File: src/pkg/gsoa_pkg.sv
// Constants for the gauge sensor attribute block: attribute ids, codes, scalings.
// Assumes a service layer that turns fieldbus get and set services into one-cycle requests.
package gsoa_pkg;

	// ----------------------------------------------------------------
	// Attribute identifiers
	// ----------------------------------------------------------------
	localparam logic [7:0] ATT_VALUE_FORMAT   = 8'h03;
	localparam logic [7:0] ATT_UNIT_CODE      = 8'h04;
	localparam logic [7:0] ATT_READING_OK     = 8'h05;
	localparam logic [7:0] ATT_PRESSURE       = 8'h06;
	localparam logic [7:0] ATT_SUMMARY        = 8'h07;
	localparam logic [7:0] ATT_SPAN_LIMIT     = 8'h0a;
	localparam logic [7:0] ATT_FALLBACK_SEL   = 8'h19;
	localparam logic [7:0] ATT_FALLBACK_VAL   = 8'h1a;
	localparam logic [7:0] ATT_UPPER_LIMIT    = 8'h20;
	localparam logic [7:0] ATT_LOWER_LIMIT    = 8'h21;
	localparam logic [7:0] ATT_CAUTION_BITS   = 8'h5e;
	localparam logic [7:0] ATT_FAULT_BITS     = 8'h5f;
	localparam logic [7:0] ATT_EXTRA_STATUS   = 8'h60;
	localparam logic [7:0] ATT_FAMILY_CODE    = 8'h63;

	// ----------------------------------------------------------------
	// Codes and reset values
	// ----------------------------------------------------------------
	localparam logic [7:0]  FMT_INT           = 8'hc3;
	localparam logic [7:0]  FMT_FLOAT         = 8'hca;
	localparam logic [15:0] UNIT_COUNTS       = 16'h1001;
	localparam logic [15:0] UNIT_MBAR         = 16'h1308;
	localparam logic [15:0] UNIT_TORR         = 16'h1301;
	localparam logic [15:0] UNIT_PA           = 16'h1309;
	localparam logic [15:0] FAMILY_CDG        = 16'h0005;
	localparam logic [7:0]  FALLBACK_SEL_RST  = 8'h00;
	localparam logic [15:0] FALLBACK_VAL_RST  = 16'h0000;
	localparam logic [15:0] INT_MAX           = 16'h7fff;
	localparam logic [15:0] INT_MIN           = 16'h8000;

	// Fallback behaviours outside the execute state.
	typedef enum logic [7:0] {
		GSOA_FB_ZERO = 8'h00,
		GSOA_FB_FULL = 8'h01,
		GSOA_FB_HOLD = 8'h02,
		GSOA_FB_SAFE = 8'h03
	} gsoa_fb_t;

	// ----------------------------------------------------------------
	// Bit positions
	// ----------------------------------------------------------------
	localparam int FAULT_ELEC_BIT     = 9;  // Bit 1 of the high byte.
	localparam int CAUTION_DEGAS_BIT  = 11; // Bit 3 of the high byte.
	localparam int EXT_INVALID_BIT    = 0;
	localparam int EXT_OVER_BIT       = 1;
	localparam int EXT_UNDER_BIT      = 2;
	localparam int SUM_FAULT_BIT      = 0;
	localparam int SUM_CAUTION_BIT    = 1;

	// ----------------------------------------------------------------
	// Counts conversion, log input carries FRAC fraction bits
	// ----------------------------------------------------------------
	localparam int  LOG_FRAC          = 4;
	localparam real COUNT_GAIN        = 2000.0;
	localparam real K_MBAR            = 12.5;
	localparam real K_TORR            = 12.624903;
	localparam real K_PA              = 10.5;
	localparam real LSB_SCALE         = COUNT_GAIN * (2.0 ** LOG_FRAC);
	localparam int  KOFS_MBAR         = int'(K_MBAR * LSB_SCALE);
	localparam int  KOFS_TORR         = int'(K_TORR * LSB_SCALE);
	localparam int  KOFS_PA           = int'(K_PA * LSB_SCALE);
	localparam real DEGAS_LIMIT_MBAR  = 7.2e-6;
	localparam int  DEGAS_LIMIT_SUM   = int'(($log10(DEGAS_LIMIT_MBAR) + K_MBAR) * LSB_SCALE);

	// Unit in which the incoming log pressure is expressed.
	localparam logic [1:0] LOG_IN_MBAR = 2'h0;
	localparam logic [1:0] LOG_IN_TORR = 2'h1;
	localparam logic [1:0] LOG_IN_PA   = 2'h2;

endpackage

File: src/gsoa_core.sv
// Attribute block of the capacitance diaphragm sensor instance of a vacuum gauge.
// Assumes single-cycle get/set requests from the service layer on clk_sys and a
// log pressure feed from converter logic on the same clock.
// The electronics failure pin is the only input from outside the clock domain.
// Attribute ids on the request port are the attribute numbers themselves.
// All registers reset synchronously while rstn is low.
// Behaviour
// - Counts equal (log10 pressure plus unit constant) times 2000, as 16-bit integer.
// - Unit constant is 12.5 for mbar, 12.624903 for Torr, 10.5 for Pa.
// - Fault word is 16 bits; low byte to fault detail 4, high to 5.
// - Only fault bit 1 of high byte, electronics failure, is used; rest zero.
// - Warning word is 16 bits; bytes feed warning details 5 and 6.
// - Only warning bit 3 of high byte, degas pressure too high, is used.
// - Degas request while pressure above 7.2e-6 mbar sets the degas warning.
// - Pressure below 7.2e-6 mbar clears the degas warning.
// - Extension byte: bit0 invalid, bit1 overrange, bit2 underrange, others zero.
// - Invalid bit always equals the inverse of the validity flag.
// - Validity flag reads 1 for a valid reading, 0 otherwise.
// - Read-only upper limit, default type maximum; above it reading is invalid.
// - Read-only lower limit, default type minimum; below it reading is invalid.
// - Writable fallback select, default 0, steers value outside execute state.
// - Writable fallback value, default 0, reported when fallback select picks it.
// - Read-only family code returns 5.
// - Read-only summary byte reports combined fault and warning state.
// - Format select accepts C3 for integer, the default, and CA for float.
// - Unit codes: counts 1001, mbar 1308, Torr 1301, Pa 1309; the unit attribute always reads counts.
`timescale 1ns/1ps
`default_nettype none

module gsoa_core #(
	parameter logic [15:0] SPAN_LIMIT  = gsoa_pkg::INT_MAX,
	parameter logic [15:0] UPPER_LIMIT = gsoa_pkg::INT_MAX,
	parameter logic [15:0] LOWER_LIMIT = gsoa_pkg::INT_MIN,
	parameter int          LOG_W       = 24
) (
	input  wire logic              clk_sys,
	input  wire logic              rstn,
	input  wire logic              att_req,
	input  wire logic              att_write,
	input  wire logic [7:0]        att_id,
	input  wire logic [15:0]       att_wdata,
	output logic                   att_ack,
	output logic                   att_err,
	output logic [15:0]            att_rdata,
	input  wire logic              sample_stb,
	input  wire logic [LOG_W-1:0]  sample_log,
	input  wire logic [1:0]        sample_unit,
	input  wire logic              sensor_ready,
	input  wire logic              exec_state,
	input  wire logic              degas_req,
	input  wire logic              elec_fail_pin,
	output logic [7:0]             fault_detail4,
	output logic [7:0]             fault_detail5,
	output logic [7:0]             warn_detail5,
	output logic [7:0]             warn_detail6
);

	// Four guard bits keep the sum of log input and unit constant from wrapping.
	// The count width then drops the fraction bits of the log input.
	localparam int SUM_W = LOG_W + 4;
	localparam int CNT_W = SUM_W - gsoa_pkg::LOG_FRAC;

	// ----------------------------------------------------------------
	// Pin synchroniser
	// ----------------------------------------------------------------

	logic elec_meta_q;
	logic elec_sync_q;

	// Two flops before the electronics failure pin is used.
	// The pin comes from separate monitoring circuitry and may change at any
	// time, so only the second flop feeds the fault word.
	always_ff @(posedge clk_sys) begin
		if (!rstn) begin
			elec_meta_q <= 1'b0;
			elec_sync_q <= 1'b0;
		end else begin
			elec_meta_q <= elec_fail_pin;
			elec_sync_q <= elec_meta_q;
		end
	end

	// ----------------------------------------------------------------
	// Counts conversion
	// ----------------------------------------------------------------

	logic signed [SUM_W-1:0] k_ofs;
	logic signed [SUM_W-1:0] log_ext;
	logic signed [SUM_W-1:0] sum_w;
	logic signed [SUM_W-1:0] sum_rnd;
	logic signed [CNT_W-1:0] cnt_w;
	logic signed [CNT_W-1:0] upper_ext;
	logic signed [CNT_W-1:0] lower_ext;
	logic signed [CNT_W-1:0] imax_ext;
	logic signed [CNT_W-1:0] imin_ext;
	logic                    over_w;
	logic                    under_w;
	logic [15:0]             cnt_sat;
	logic                    degas_above;
	logic                    degas_below;

	// Unit constant scaled by 2000 and the input fraction.
	// Torr and pascal inputs differ from millibar only by this constant, so every
	// later comparison can be made in one scaled domain.
	assign k_ofs = (sample_unit == gsoa_pkg::LOG_IN_TORR) ? SUM_W'(gsoa_pkg::KOFS_TORR) :
	               (sample_unit == gsoa_pkg::LOG_IN_PA)   ? SUM_W'(gsoa_pkg::KOFS_PA) :
	                                                        SUM_W'(gsoa_pkg::KOFS_MBAR);

	// Input already carries 2000 times log10 of pressure; add the constant and round.
	// Rounding adds half an LSB before the four fraction bits are dropped.
	assign log_ext = SUM_W'(signed'(sample_log));
	assign sum_w   = log_ext + k_ofs;
	assign sum_rnd = sum_w + SUM_W'(1 <<< (gsoa_pkg::LOG_FRAC - 1));
	assign cnt_w   = CNT_W'(sum_rnd >>> gsoa_pkg::LOG_FRAC);

	// Range checks are made on the unclipped result.
	// This way a result just past either limit is still flagged even though the
	// reported counts saturate at the end of the type.
	assign upper_ext = CNT_W'(signed'(UPPER_LIMIT));
	assign lower_ext = CNT_W'(signed'(LOWER_LIMIT));
	assign imax_ext  = CNT_W'(signed'(gsoa_pkg::INT_MAX));
	assign imin_ext  = CNT_W'(signed'(gsoa_pkg::INT_MIN));
	assign over_w    = cnt_w > upper_ext;
	assign under_w   = cnt_w < lower_ext;

	// Clip to the 16-bit integer range.
	// The reported value never wraps; it sticks at the nearest end of the type.
	assign cnt_sat = (cnt_w > imax_ext) ? gsoa_pkg::INT_MAX :
	                 (cnt_w < imin_ext) ? gsoa_pkg::INT_MIN :
	                                      cnt_w[15:0];

	// Degas threshold compared in the same scaled domain, unit independent.
	// The limit is turned into a scaled sum at elaboration, so no logarithm is
	// ever taken in hardware.
	assign degas_above = sum_w > SUM_W'(gsoa_pkg::DEGAS_LIMIT_SUM);
	assign degas_below = sum_w < SUM_W'(gsoa_pkg::DEGAS_LIMIT_SUM);

	// ----------------------------------------------------------------
	// Measurement state
	// ----------------------------------------------------------------

	logic [15:0] conv_q;
	logic        over_q;
	logic        under_q;
	logic        ok_q;
	logic        have_q;
	logic [15:0] value_q;
	logic [15:0] value_d;
	logic        degas_warn_q;
	logic        degas_warn_d;
	logic        ok_d;

	// A reading is valid once warmed up and inside both limits.
	// Warm-up is judged at the strobe, so a result taken cold stays invalid.
	assign ok_d = sensor_ready & ~over_w & ~under_w;

	// Latest result with its flags, all updated in the same edge.
	// Dropping the ready level between results clears validity without waiting
	// for the next strobe, so a cooling sensor is never reported as valid.
	// The flags never lag the result, so a read cannot see a stale pairing.
	always_ff @(posedge clk_sys) begin
		if (!rstn) begin
			conv_q  <= 16'h0000;
			over_q  <= 1'b0;
			under_q <= 1'b0;
			ok_q    <= 1'b0;
			have_q  <= 1'b0;
		end else if (sample_stb) begin
			conv_q  <= cnt_sat;
			over_q  <= over_w;
			under_q <= under_w;
			ok_q    <= ok_d;
			have_q  <= 1'b1;
		end else if (!sensor_ready) begin
			ok_q    <= 1'b0;
		end
	end

	logic conv_q_above;
	logic conv_q_hold;

	// Degas warning: a request above the limit sets it, falling below clears it.
	// A request between strobes is judged against the last result; an invalid
	// reading still counts, since an overrange pressure is certainly too high.
	assign degas_warn_d = (degas_req & sample_stb & degas_above) ? 1'b1 :
	                      (degas_req & ~sample_stb & conv_q_above) ? 1'b1 :
	                      (sample_stb & degas_below) ? 1'b0 :
	                      degas_warn_q;

	// The last result is held so a request between samples is judged too.
	always_ff @(posedge clk_sys) begin
		if (!rstn) begin
			conv_q_hold <= 1'b0;
		end else if (sample_stb) begin
			conv_q_hold <= degas_above;
		end
	end
	// Before the first result there is nothing to judge, so no warning is raised.
	assign conv_q_above = conv_q_hold & have_q;

	// Warning register; only reset or a result below the limit clears it.
	always_ff @(posedge clk_sys) begin
		if (!rstn) begin
			degas_warn_q <= 1'b0;
		end else begin
			degas_warn_q <= degas_warn_d;
		end
	end

	// ----------------------------------------------------------------
	// Writable attributes
	// ----------------------------------------------------------------

	logic [7:0]  fmt_q;
	logic [7:0]  fb_sel_q;
	logic [15:0] fb_val_q;
	logic        is_wr;
	logic        wr_fmt;
	logic        wr_sel;
	logic        wr_val;
	logic        fmt_ok;
	logic        sel_ok;
	logic        id_known;
	logic        wr_bad;

	// Decode of set services; only three attributes take writes.
	// A refused set leaves the stored value untouched, so a bad code never
	// reaches the value mux.
	assign is_wr  = att_req & att_write;
	assign fmt_ok = (att_wdata[7:0] == gsoa_pkg::FMT_INT) ||
	                (att_wdata[7:0] == gsoa_pkg::FMT_FLOAT);
	assign sel_ok = att_wdata[7:0] <= gsoa_pkg::GSOA_FB_SAFE;
	assign wr_fmt = is_wr & (att_id == gsoa_pkg::ATT_VALUE_FORMAT) & fmt_ok;
	assign wr_sel = is_wr & (att_id == gsoa_pkg::ATT_FALLBACK_SEL) & sel_ok;
	assign wr_val = is_wr & (att_id == gsoa_pkg::ATT_FALLBACK_VAL);
	assign wr_bad = is_wr & ~wr_fmt & ~wr_sel & ~wr_val;

	// Writable attributes, each updated only by an accepted set.
	always_ff @(posedge clk_sys) begin
		if (!rstn) begin
			fmt_q    <= gsoa_pkg::FMT_INT;
			fb_sel_q <= gsoa_pkg::FALLBACK_SEL_RST;
			fb_val_q <= gsoa_pkg::FALLBACK_VAL_RST;
		end else begin
			if (wr_fmt) fmt_q <= att_wdata[7:0];
			if (wr_sel) fb_sel_q <= att_wdata[7:0];
			if (wr_val) fb_val_q <= att_wdata;
		end
	end

	// ----------------------------------------------------------------
	// Reported value
	// ----------------------------------------------------------------

	// Outside execute the fallback selection decides what is reported.
	// Hold keeps the value last reported, whichever selection or result produced it.
	// Unknown codes cannot be stored, but the default still reports zero.
	always_comb begin
		value_d = value_q;
		if (exec_state) begin
			value_d = conv_q;
		end else begin
			case (gsoa_pkg::gsoa_fb_t'(fb_sel_q))
				gsoa_pkg::GSOA_FB_ZERO: value_d = 16'h0000;
				gsoa_pkg::GSOA_FB_FULL: value_d = SPAN_LIMIT;
				gsoa_pkg::GSOA_FB_HOLD: value_d = value_q;
				gsoa_pkg::GSOA_FB_SAFE: value_d = fb_val_q;
				default:                value_d = 16'h0000;
			endcase
		end
	end

	// Reported value register, read by the get service.
	always_ff @(posedge clk_sys) begin
		if (!rstn) begin
			value_q <= 16'h0000;
		end else begin
			value_q <= value_d;
		end
	end

	// ----------------------------------------------------------------
	// Status words
	// ----------------------------------------------------------------

	logic [15:0] fault_w;
	logic [15:0] caution_w;
	logic [7:0]  ext_w;
	logic [7:0]  sum_byte;

	// Only the documented bits are ever set; all others stay zero.
	// The summary byte is derived from the words, so it can never disagree.
	always_comb begin
		fault_w   = 16'h0000;
		caution_w = 16'h0000;
		ext_w     = 8'h00;
		sum_byte  = 8'h00;
		fault_w[gsoa_pkg::FAULT_ELEC_BIT]      = elec_sync_q;
		caution_w[gsoa_pkg::CAUTION_DEGAS_BIT] = degas_warn_q;
		ext_w[gsoa_pkg::EXT_INVALID_BIT]       = ~ok_q;
		ext_w[gsoa_pkg::EXT_OVER_BIT]          = over_q;
		ext_w[gsoa_pkg::EXT_UNDER_BIT]         = under_q;
		sum_byte[gsoa_pkg::SUM_FAULT_BIT]      = |fault_w;
		sum_byte[gsoa_pkg::SUM_CAUTION_BIT]    = |caution_w;
	end

	// Exception detail bytes follow the status words.
	// They lag the words by one edge because every output comes from a flop.
	always_ff @(posedge clk_sys) begin
		if (!rstn) begin
			fault_detail4 <= 8'h00;
			fault_detail5 <= 8'h00;
			warn_detail5  <= 8'h00;
			warn_detail6  <= 8'h00;
		end else begin
			fault_detail4 <= fault_w[7:0];
			fault_detail5 <= fault_w[15:8];
			warn_detail5  <= caution_w[7:0];
			warn_detail6  <= caution_w[15:8];
		end
	end

	// ----------------------------------------------------------------
	// Get service read mux
	// ----------------------------------------------------------------

	logic [15:0] rd_w;

	// Unknown ids answer zero data with the error flag.
	// Eight-bit attributes are zero-extended so the master sees one width.
	always_comb begin
		rd_w     = 16'h0000;
		id_known = 1'b1;
		case (att_id)
			gsoa_pkg::ATT_VALUE_FORMAT: rd_w = {8'h00, fmt_q};
			gsoa_pkg::ATT_UNIT_CODE:    rd_w = gsoa_pkg::UNIT_COUNTS;
			gsoa_pkg::ATT_READING_OK:   rd_w = {15'h0000, ok_q};
			gsoa_pkg::ATT_PRESSURE:     rd_w = value_q;
			gsoa_pkg::ATT_SUMMARY:      rd_w = {8'h00, sum_byte};
			gsoa_pkg::ATT_SPAN_LIMIT:   rd_w = SPAN_LIMIT;
			gsoa_pkg::ATT_FALLBACK_SEL: rd_w = {8'h00, fb_sel_q};
			gsoa_pkg::ATT_FALLBACK_VAL: rd_w = fb_val_q;
			gsoa_pkg::ATT_UPPER_LIMIT:  rd_w = UPPER_LIMIT;
			gsoa_pkg::ATT_LOWER_LIMIT:  rd_w = LOWER_LIMIT;
			gsoa_pkg::ATT_CAUTION_BITS: rd_w = caution_w;
			gsoa_pkg::ATT_FAULT_BITS:   rd_w = fault_w;
			gsoa_pkg::ATT_EXTRA_STATUS: rd_w = {8'h00, ext_w};
			gsoa_pkg::ATT_FAMILY_CODE:  rd_w = gsoa_pkg::FAMILY_CDG;
			default:                    id_known = 1'b0;
		endcase
	end

	// One answer per request, on the next edge.
	// A refused request still gets its acknowledge, with zero data, so the
	// master never waits on a request that the block will not serve.
	// Back-to-back requests are answered back to back.
	always_ff @(posedge clk_sys) begin
		if (!rstn) begin
			att_ack   <= 1'b0;
			att_err   <= 1'b0;
			att_rdata <= 16'h0000;
		end else begin
			att_ack   <= att_req;
			att_err   <= att_req & (~id_known | wr_bad);
			att_rdata <= (att_req & ~att_write & id_known) ? rd_w : 16'h0000;
		end
	end

endmodule

`default_nettype wire

File: config.mk
export PLATFORM = sky130hd
export DESIGN_NAME = gsoa_core
export DESIGN_NICKNAME = d
export VERILOG_FILES = /design/src/pkg/gsoa_pkg.sv /design/src/gsoa_core.sv
export SDC_FILE = /design/constraint.sdc
export NUM_CORES = 1
export LEC_CHECK = 0
export BUFFER_PORTS_ARGS = -buffer_cell sky130_fd_sc_hd__buf_2
export CAP_MARGIN = 5
export CORE_MARGIN = 10
export CORE_UTILIZATION = 44
export CTS_CLUSTER_SIZE = 40
export DETAILED_ROUTE_END_ITERATION = 10
export PLACE_DENSITY = 0.75
export SYNTH_ARGS = -nofsm -noshare
export SYNTH_HDL_FRONTEND = slang
export SYNTH_SLANG_ARGS = --single-unit
export TNS_END_PERCENT = 100
File: constraint.sdc
create_clock -name clk_sys -period 5.48 [get_ports clk_sys]
set_clock_uncertainty 0.1 [all_clocks]
set_input_delay 0.822 -clock clk_sys [delete_from_list [all_inputs] [get_ports clk_sys]]
set_output_delay 0.822 -clock clk_sys [all_outputs]
set_load 0.02 [all_outputs]
==> qor.txt <==
critical path type - in2reg
YS warnings - 0
DRC - 0
post-synthesis sequential area ratio - 30.5%
via count - 5,838
CTS resizes - 0
reg2reg start - fb_sel_q[5]
hold_sp - elec_meta_q
Hold Worst Slack - 334 ps
Slew Limit Fails - 0
final worst slack - 825 ps
top post-synthesis cells by area - dfxtp_1 30%, nand2_1 4.8%, nor2_1 4.7%, o21ai_0 4.0%, buf_4 3.7%
Die Footprint - 18,800 µm²
fin crit share - 84.9%
crit end category - flip-flop
total core area - 13,300 µm²
fillers - 1,317
Worst-Skew Late Latency - 340 ps
cts bufs inserted - 9
DIE WIDTH - 137 µm
Die H - 137 µm
end of the worst hold path - elec_sync_q
worst-path fanout max - 14
drt first-iter violations - 535
initial antenna violation count - 0
r2r endpoint - value_q[9]
gp weighted congestion - 0.924
most common flop cell mapped by yosys - dfxtp_1
Root Buffer - clkbuf_16
# diodes - 0
drt wl/cell - 16.8 µm
min-delay worst type - reg2reg
# Post-CTS Setup Buffers - 0
total grt overflow - 0
Multi-input gate area - 3840 µm²
EDFF count, synth - 0
Hold Vio Cnt, Final - 0
TNS Setup - 0 ps
Synth Cell Area - 6040 µm²
Rows - 42
CTS tree - built
DPL Wire Length - 12.6 mm
count leader, synth - dfxtp_1
register area - 1840 µm²
share of cells above drive strength 1 - 15.2%
Mapped Cells - 766
Port Buffers - 78
number of max-cap violations - 0
Post-synth top cells - 92 x dfxtp_1, 78 x nand2_1, 75 x nor2_1
P&R area growth vs syn - 11.0%
Avg Inst Size Synth - 7.88 µm²
Max clock buf depth - 2
Least-Margin Pin Slew - 1180 ps
# setup viols final - 0
hold path depth - 1
Reg2Reg Setup Slack - 2970 ps
maximum VDD drop - 155 µV
clock transition at the registers of the reported paths - 60 ps
R2R depth - 5
Routed WL - 16.8 mm
Synth async-reset ratio - 0%
Slew HR - 21.3%
fmax - 0.215 GHz
Layout Nets - 891
RSZ-0062 raised after global routing - false
clk sink count - 92
post-synth top area cell - dfxtp_1
final antenna-violating net count - 0
I/O Pins - 109
Power Dens Cells - 244 nW/µm²
1st-pass router iterations - 6
largest net degree at the start of global routing - 62
first-pass GRT wire length - 26.5 mm
Leak - 0.00265 µW
Worst Path Required - 5600 ps
Yosys top cell area share - 30.5%
Arr. time, crit path - 4780 ps
CTS Hold Buffers Added - 0
dpl ws - 505 ps
post-synthesis register bit count - 92
vias per cell - 5.84
Final Util - 50.2%
Initial Util - 45.2%
GRT Total Usage - 16.9%
vias in the first global route - 5,274
final worst path period need - 4650 ps
status - finished clean
Critical Path Start Type - input pin
Worst Setup SP - sample_unit[0]
CTS H-tree lvls - 3
Yosys cell types - 81
-- cell type report --
cell class | count | share of cell area, %
multi-input combinational | 614 | 57.3
sequential | 92 | 27.5
timing repair buffer | 88 | 6.94
clock buffer | 9 | 3.36
tap | 176 | 3.29
clock inverter | 7 | 0.859
inverter | 14 | 0.784
-- worst max-delay path by stage --
| stage | cells past startpoint | end | slack, ps |
|---|---|---|---|
| after floorplan | 18 | conv_q[10] | 990 |
| after global placement | 16 | conv_q[3] | 590 |
| after detailed placement | 14 | conv_q[8] | 510 |
| after CTS | 16 | conv_q[11] | 840 |
| after global routing | 15 | conv_q[11] | 500 |
| final | 14 | conv_q[8] | 830 |
-- metal layers --
layer | up-vias | global-route usage (%) | part of all wire [%]
met5 | - | 0 | 0
met4 | 0 | 4.63 | 1.3
met3 | 21 | 2.75 | 6.8
met2 | 240 | 27.2 | 47
met1 | 2703 | 22.9 | 45
li1 | 2874 | - | -
-- per-stage QoR --
stage / instances / area [µm²] / power [µW]
2_1_floorplan: 795 / 6150 / 979
3_3_place_gp: 984 / 6420 / 1050
3_5_place_dp: 984 / 6420 / 1060
4_1_cts: 1000 / 6700 / 1630
5_1_grt: 1000 / 6700 / 1710
6_report: 1000 / 6700 / 1640
-- layout by cell type, fill, tap and decap left out, types with 6 or more instances in the layout --
master	n
a21boi_0	19
a21oi_1	44
a221o_1	17
a221oi_1	15
a22oi_1	8
a31oi_1	9
and2_1	13
and3_1	22
and4_1	6
buf_2	78
buf_4	10
clkbuf_16	9
conb_1	30
dfxtp_1	92
ha_1	13
inv_1	14
nand2_1	78
nand2b_1	7
nand3_1	22
nand3b_1	9
nand4_1	7
nand4b_1	7
nor2_1	75
nor2b_1	16
nor3_1	15
nor4_1	7
o211ai_1	7
o21a_1	7
o21ai_0	48
xnor2_1	18
xor2_1	12
-- registers in the layout, summed over array words and instances (netlist names), 8 cells and up --
signal / count
fmt_q: 8
fb_sel_q: 8
att_rdata: 16
conv_q: 16
value_q: 16
fb_val_q: 16
-- where the power goes --
group / switching (µW) / leakage [µW] / total (µW) / internal, µW
clock network: 273 / 0.000135 / 587 / 315
registers: 14.7 / 0.000749 / 706 / 691
logic: 216 / 0.00176 / 342 / 126
total: 503 / 0.00265 / 1640 / 1130
-- critical path, cell delays in order --
cell and delay, ps:
buf_2 110, inv_1 40, ha_1 300, ha_1 380, a21oi_1 300, a21oi_1 220, or2_1 300, a221o_1 340
a311oi_1 520, nor4_2 190, and3_1 210, a31oi_1 430, a21oi_4 210, a221o_1 370
-- cell families after synthesis --
logic type / share of synthesized area, %
other cells: 0.0621
fa+ha+maj: 2.69
mux: 1.02
xor+xnor: 4.35
compound gates: 26.1
simple gates: 27.5
flops: 30.5
buf+inv: 7.81
No activity file was read; power rests on OpenSTA's default activity.
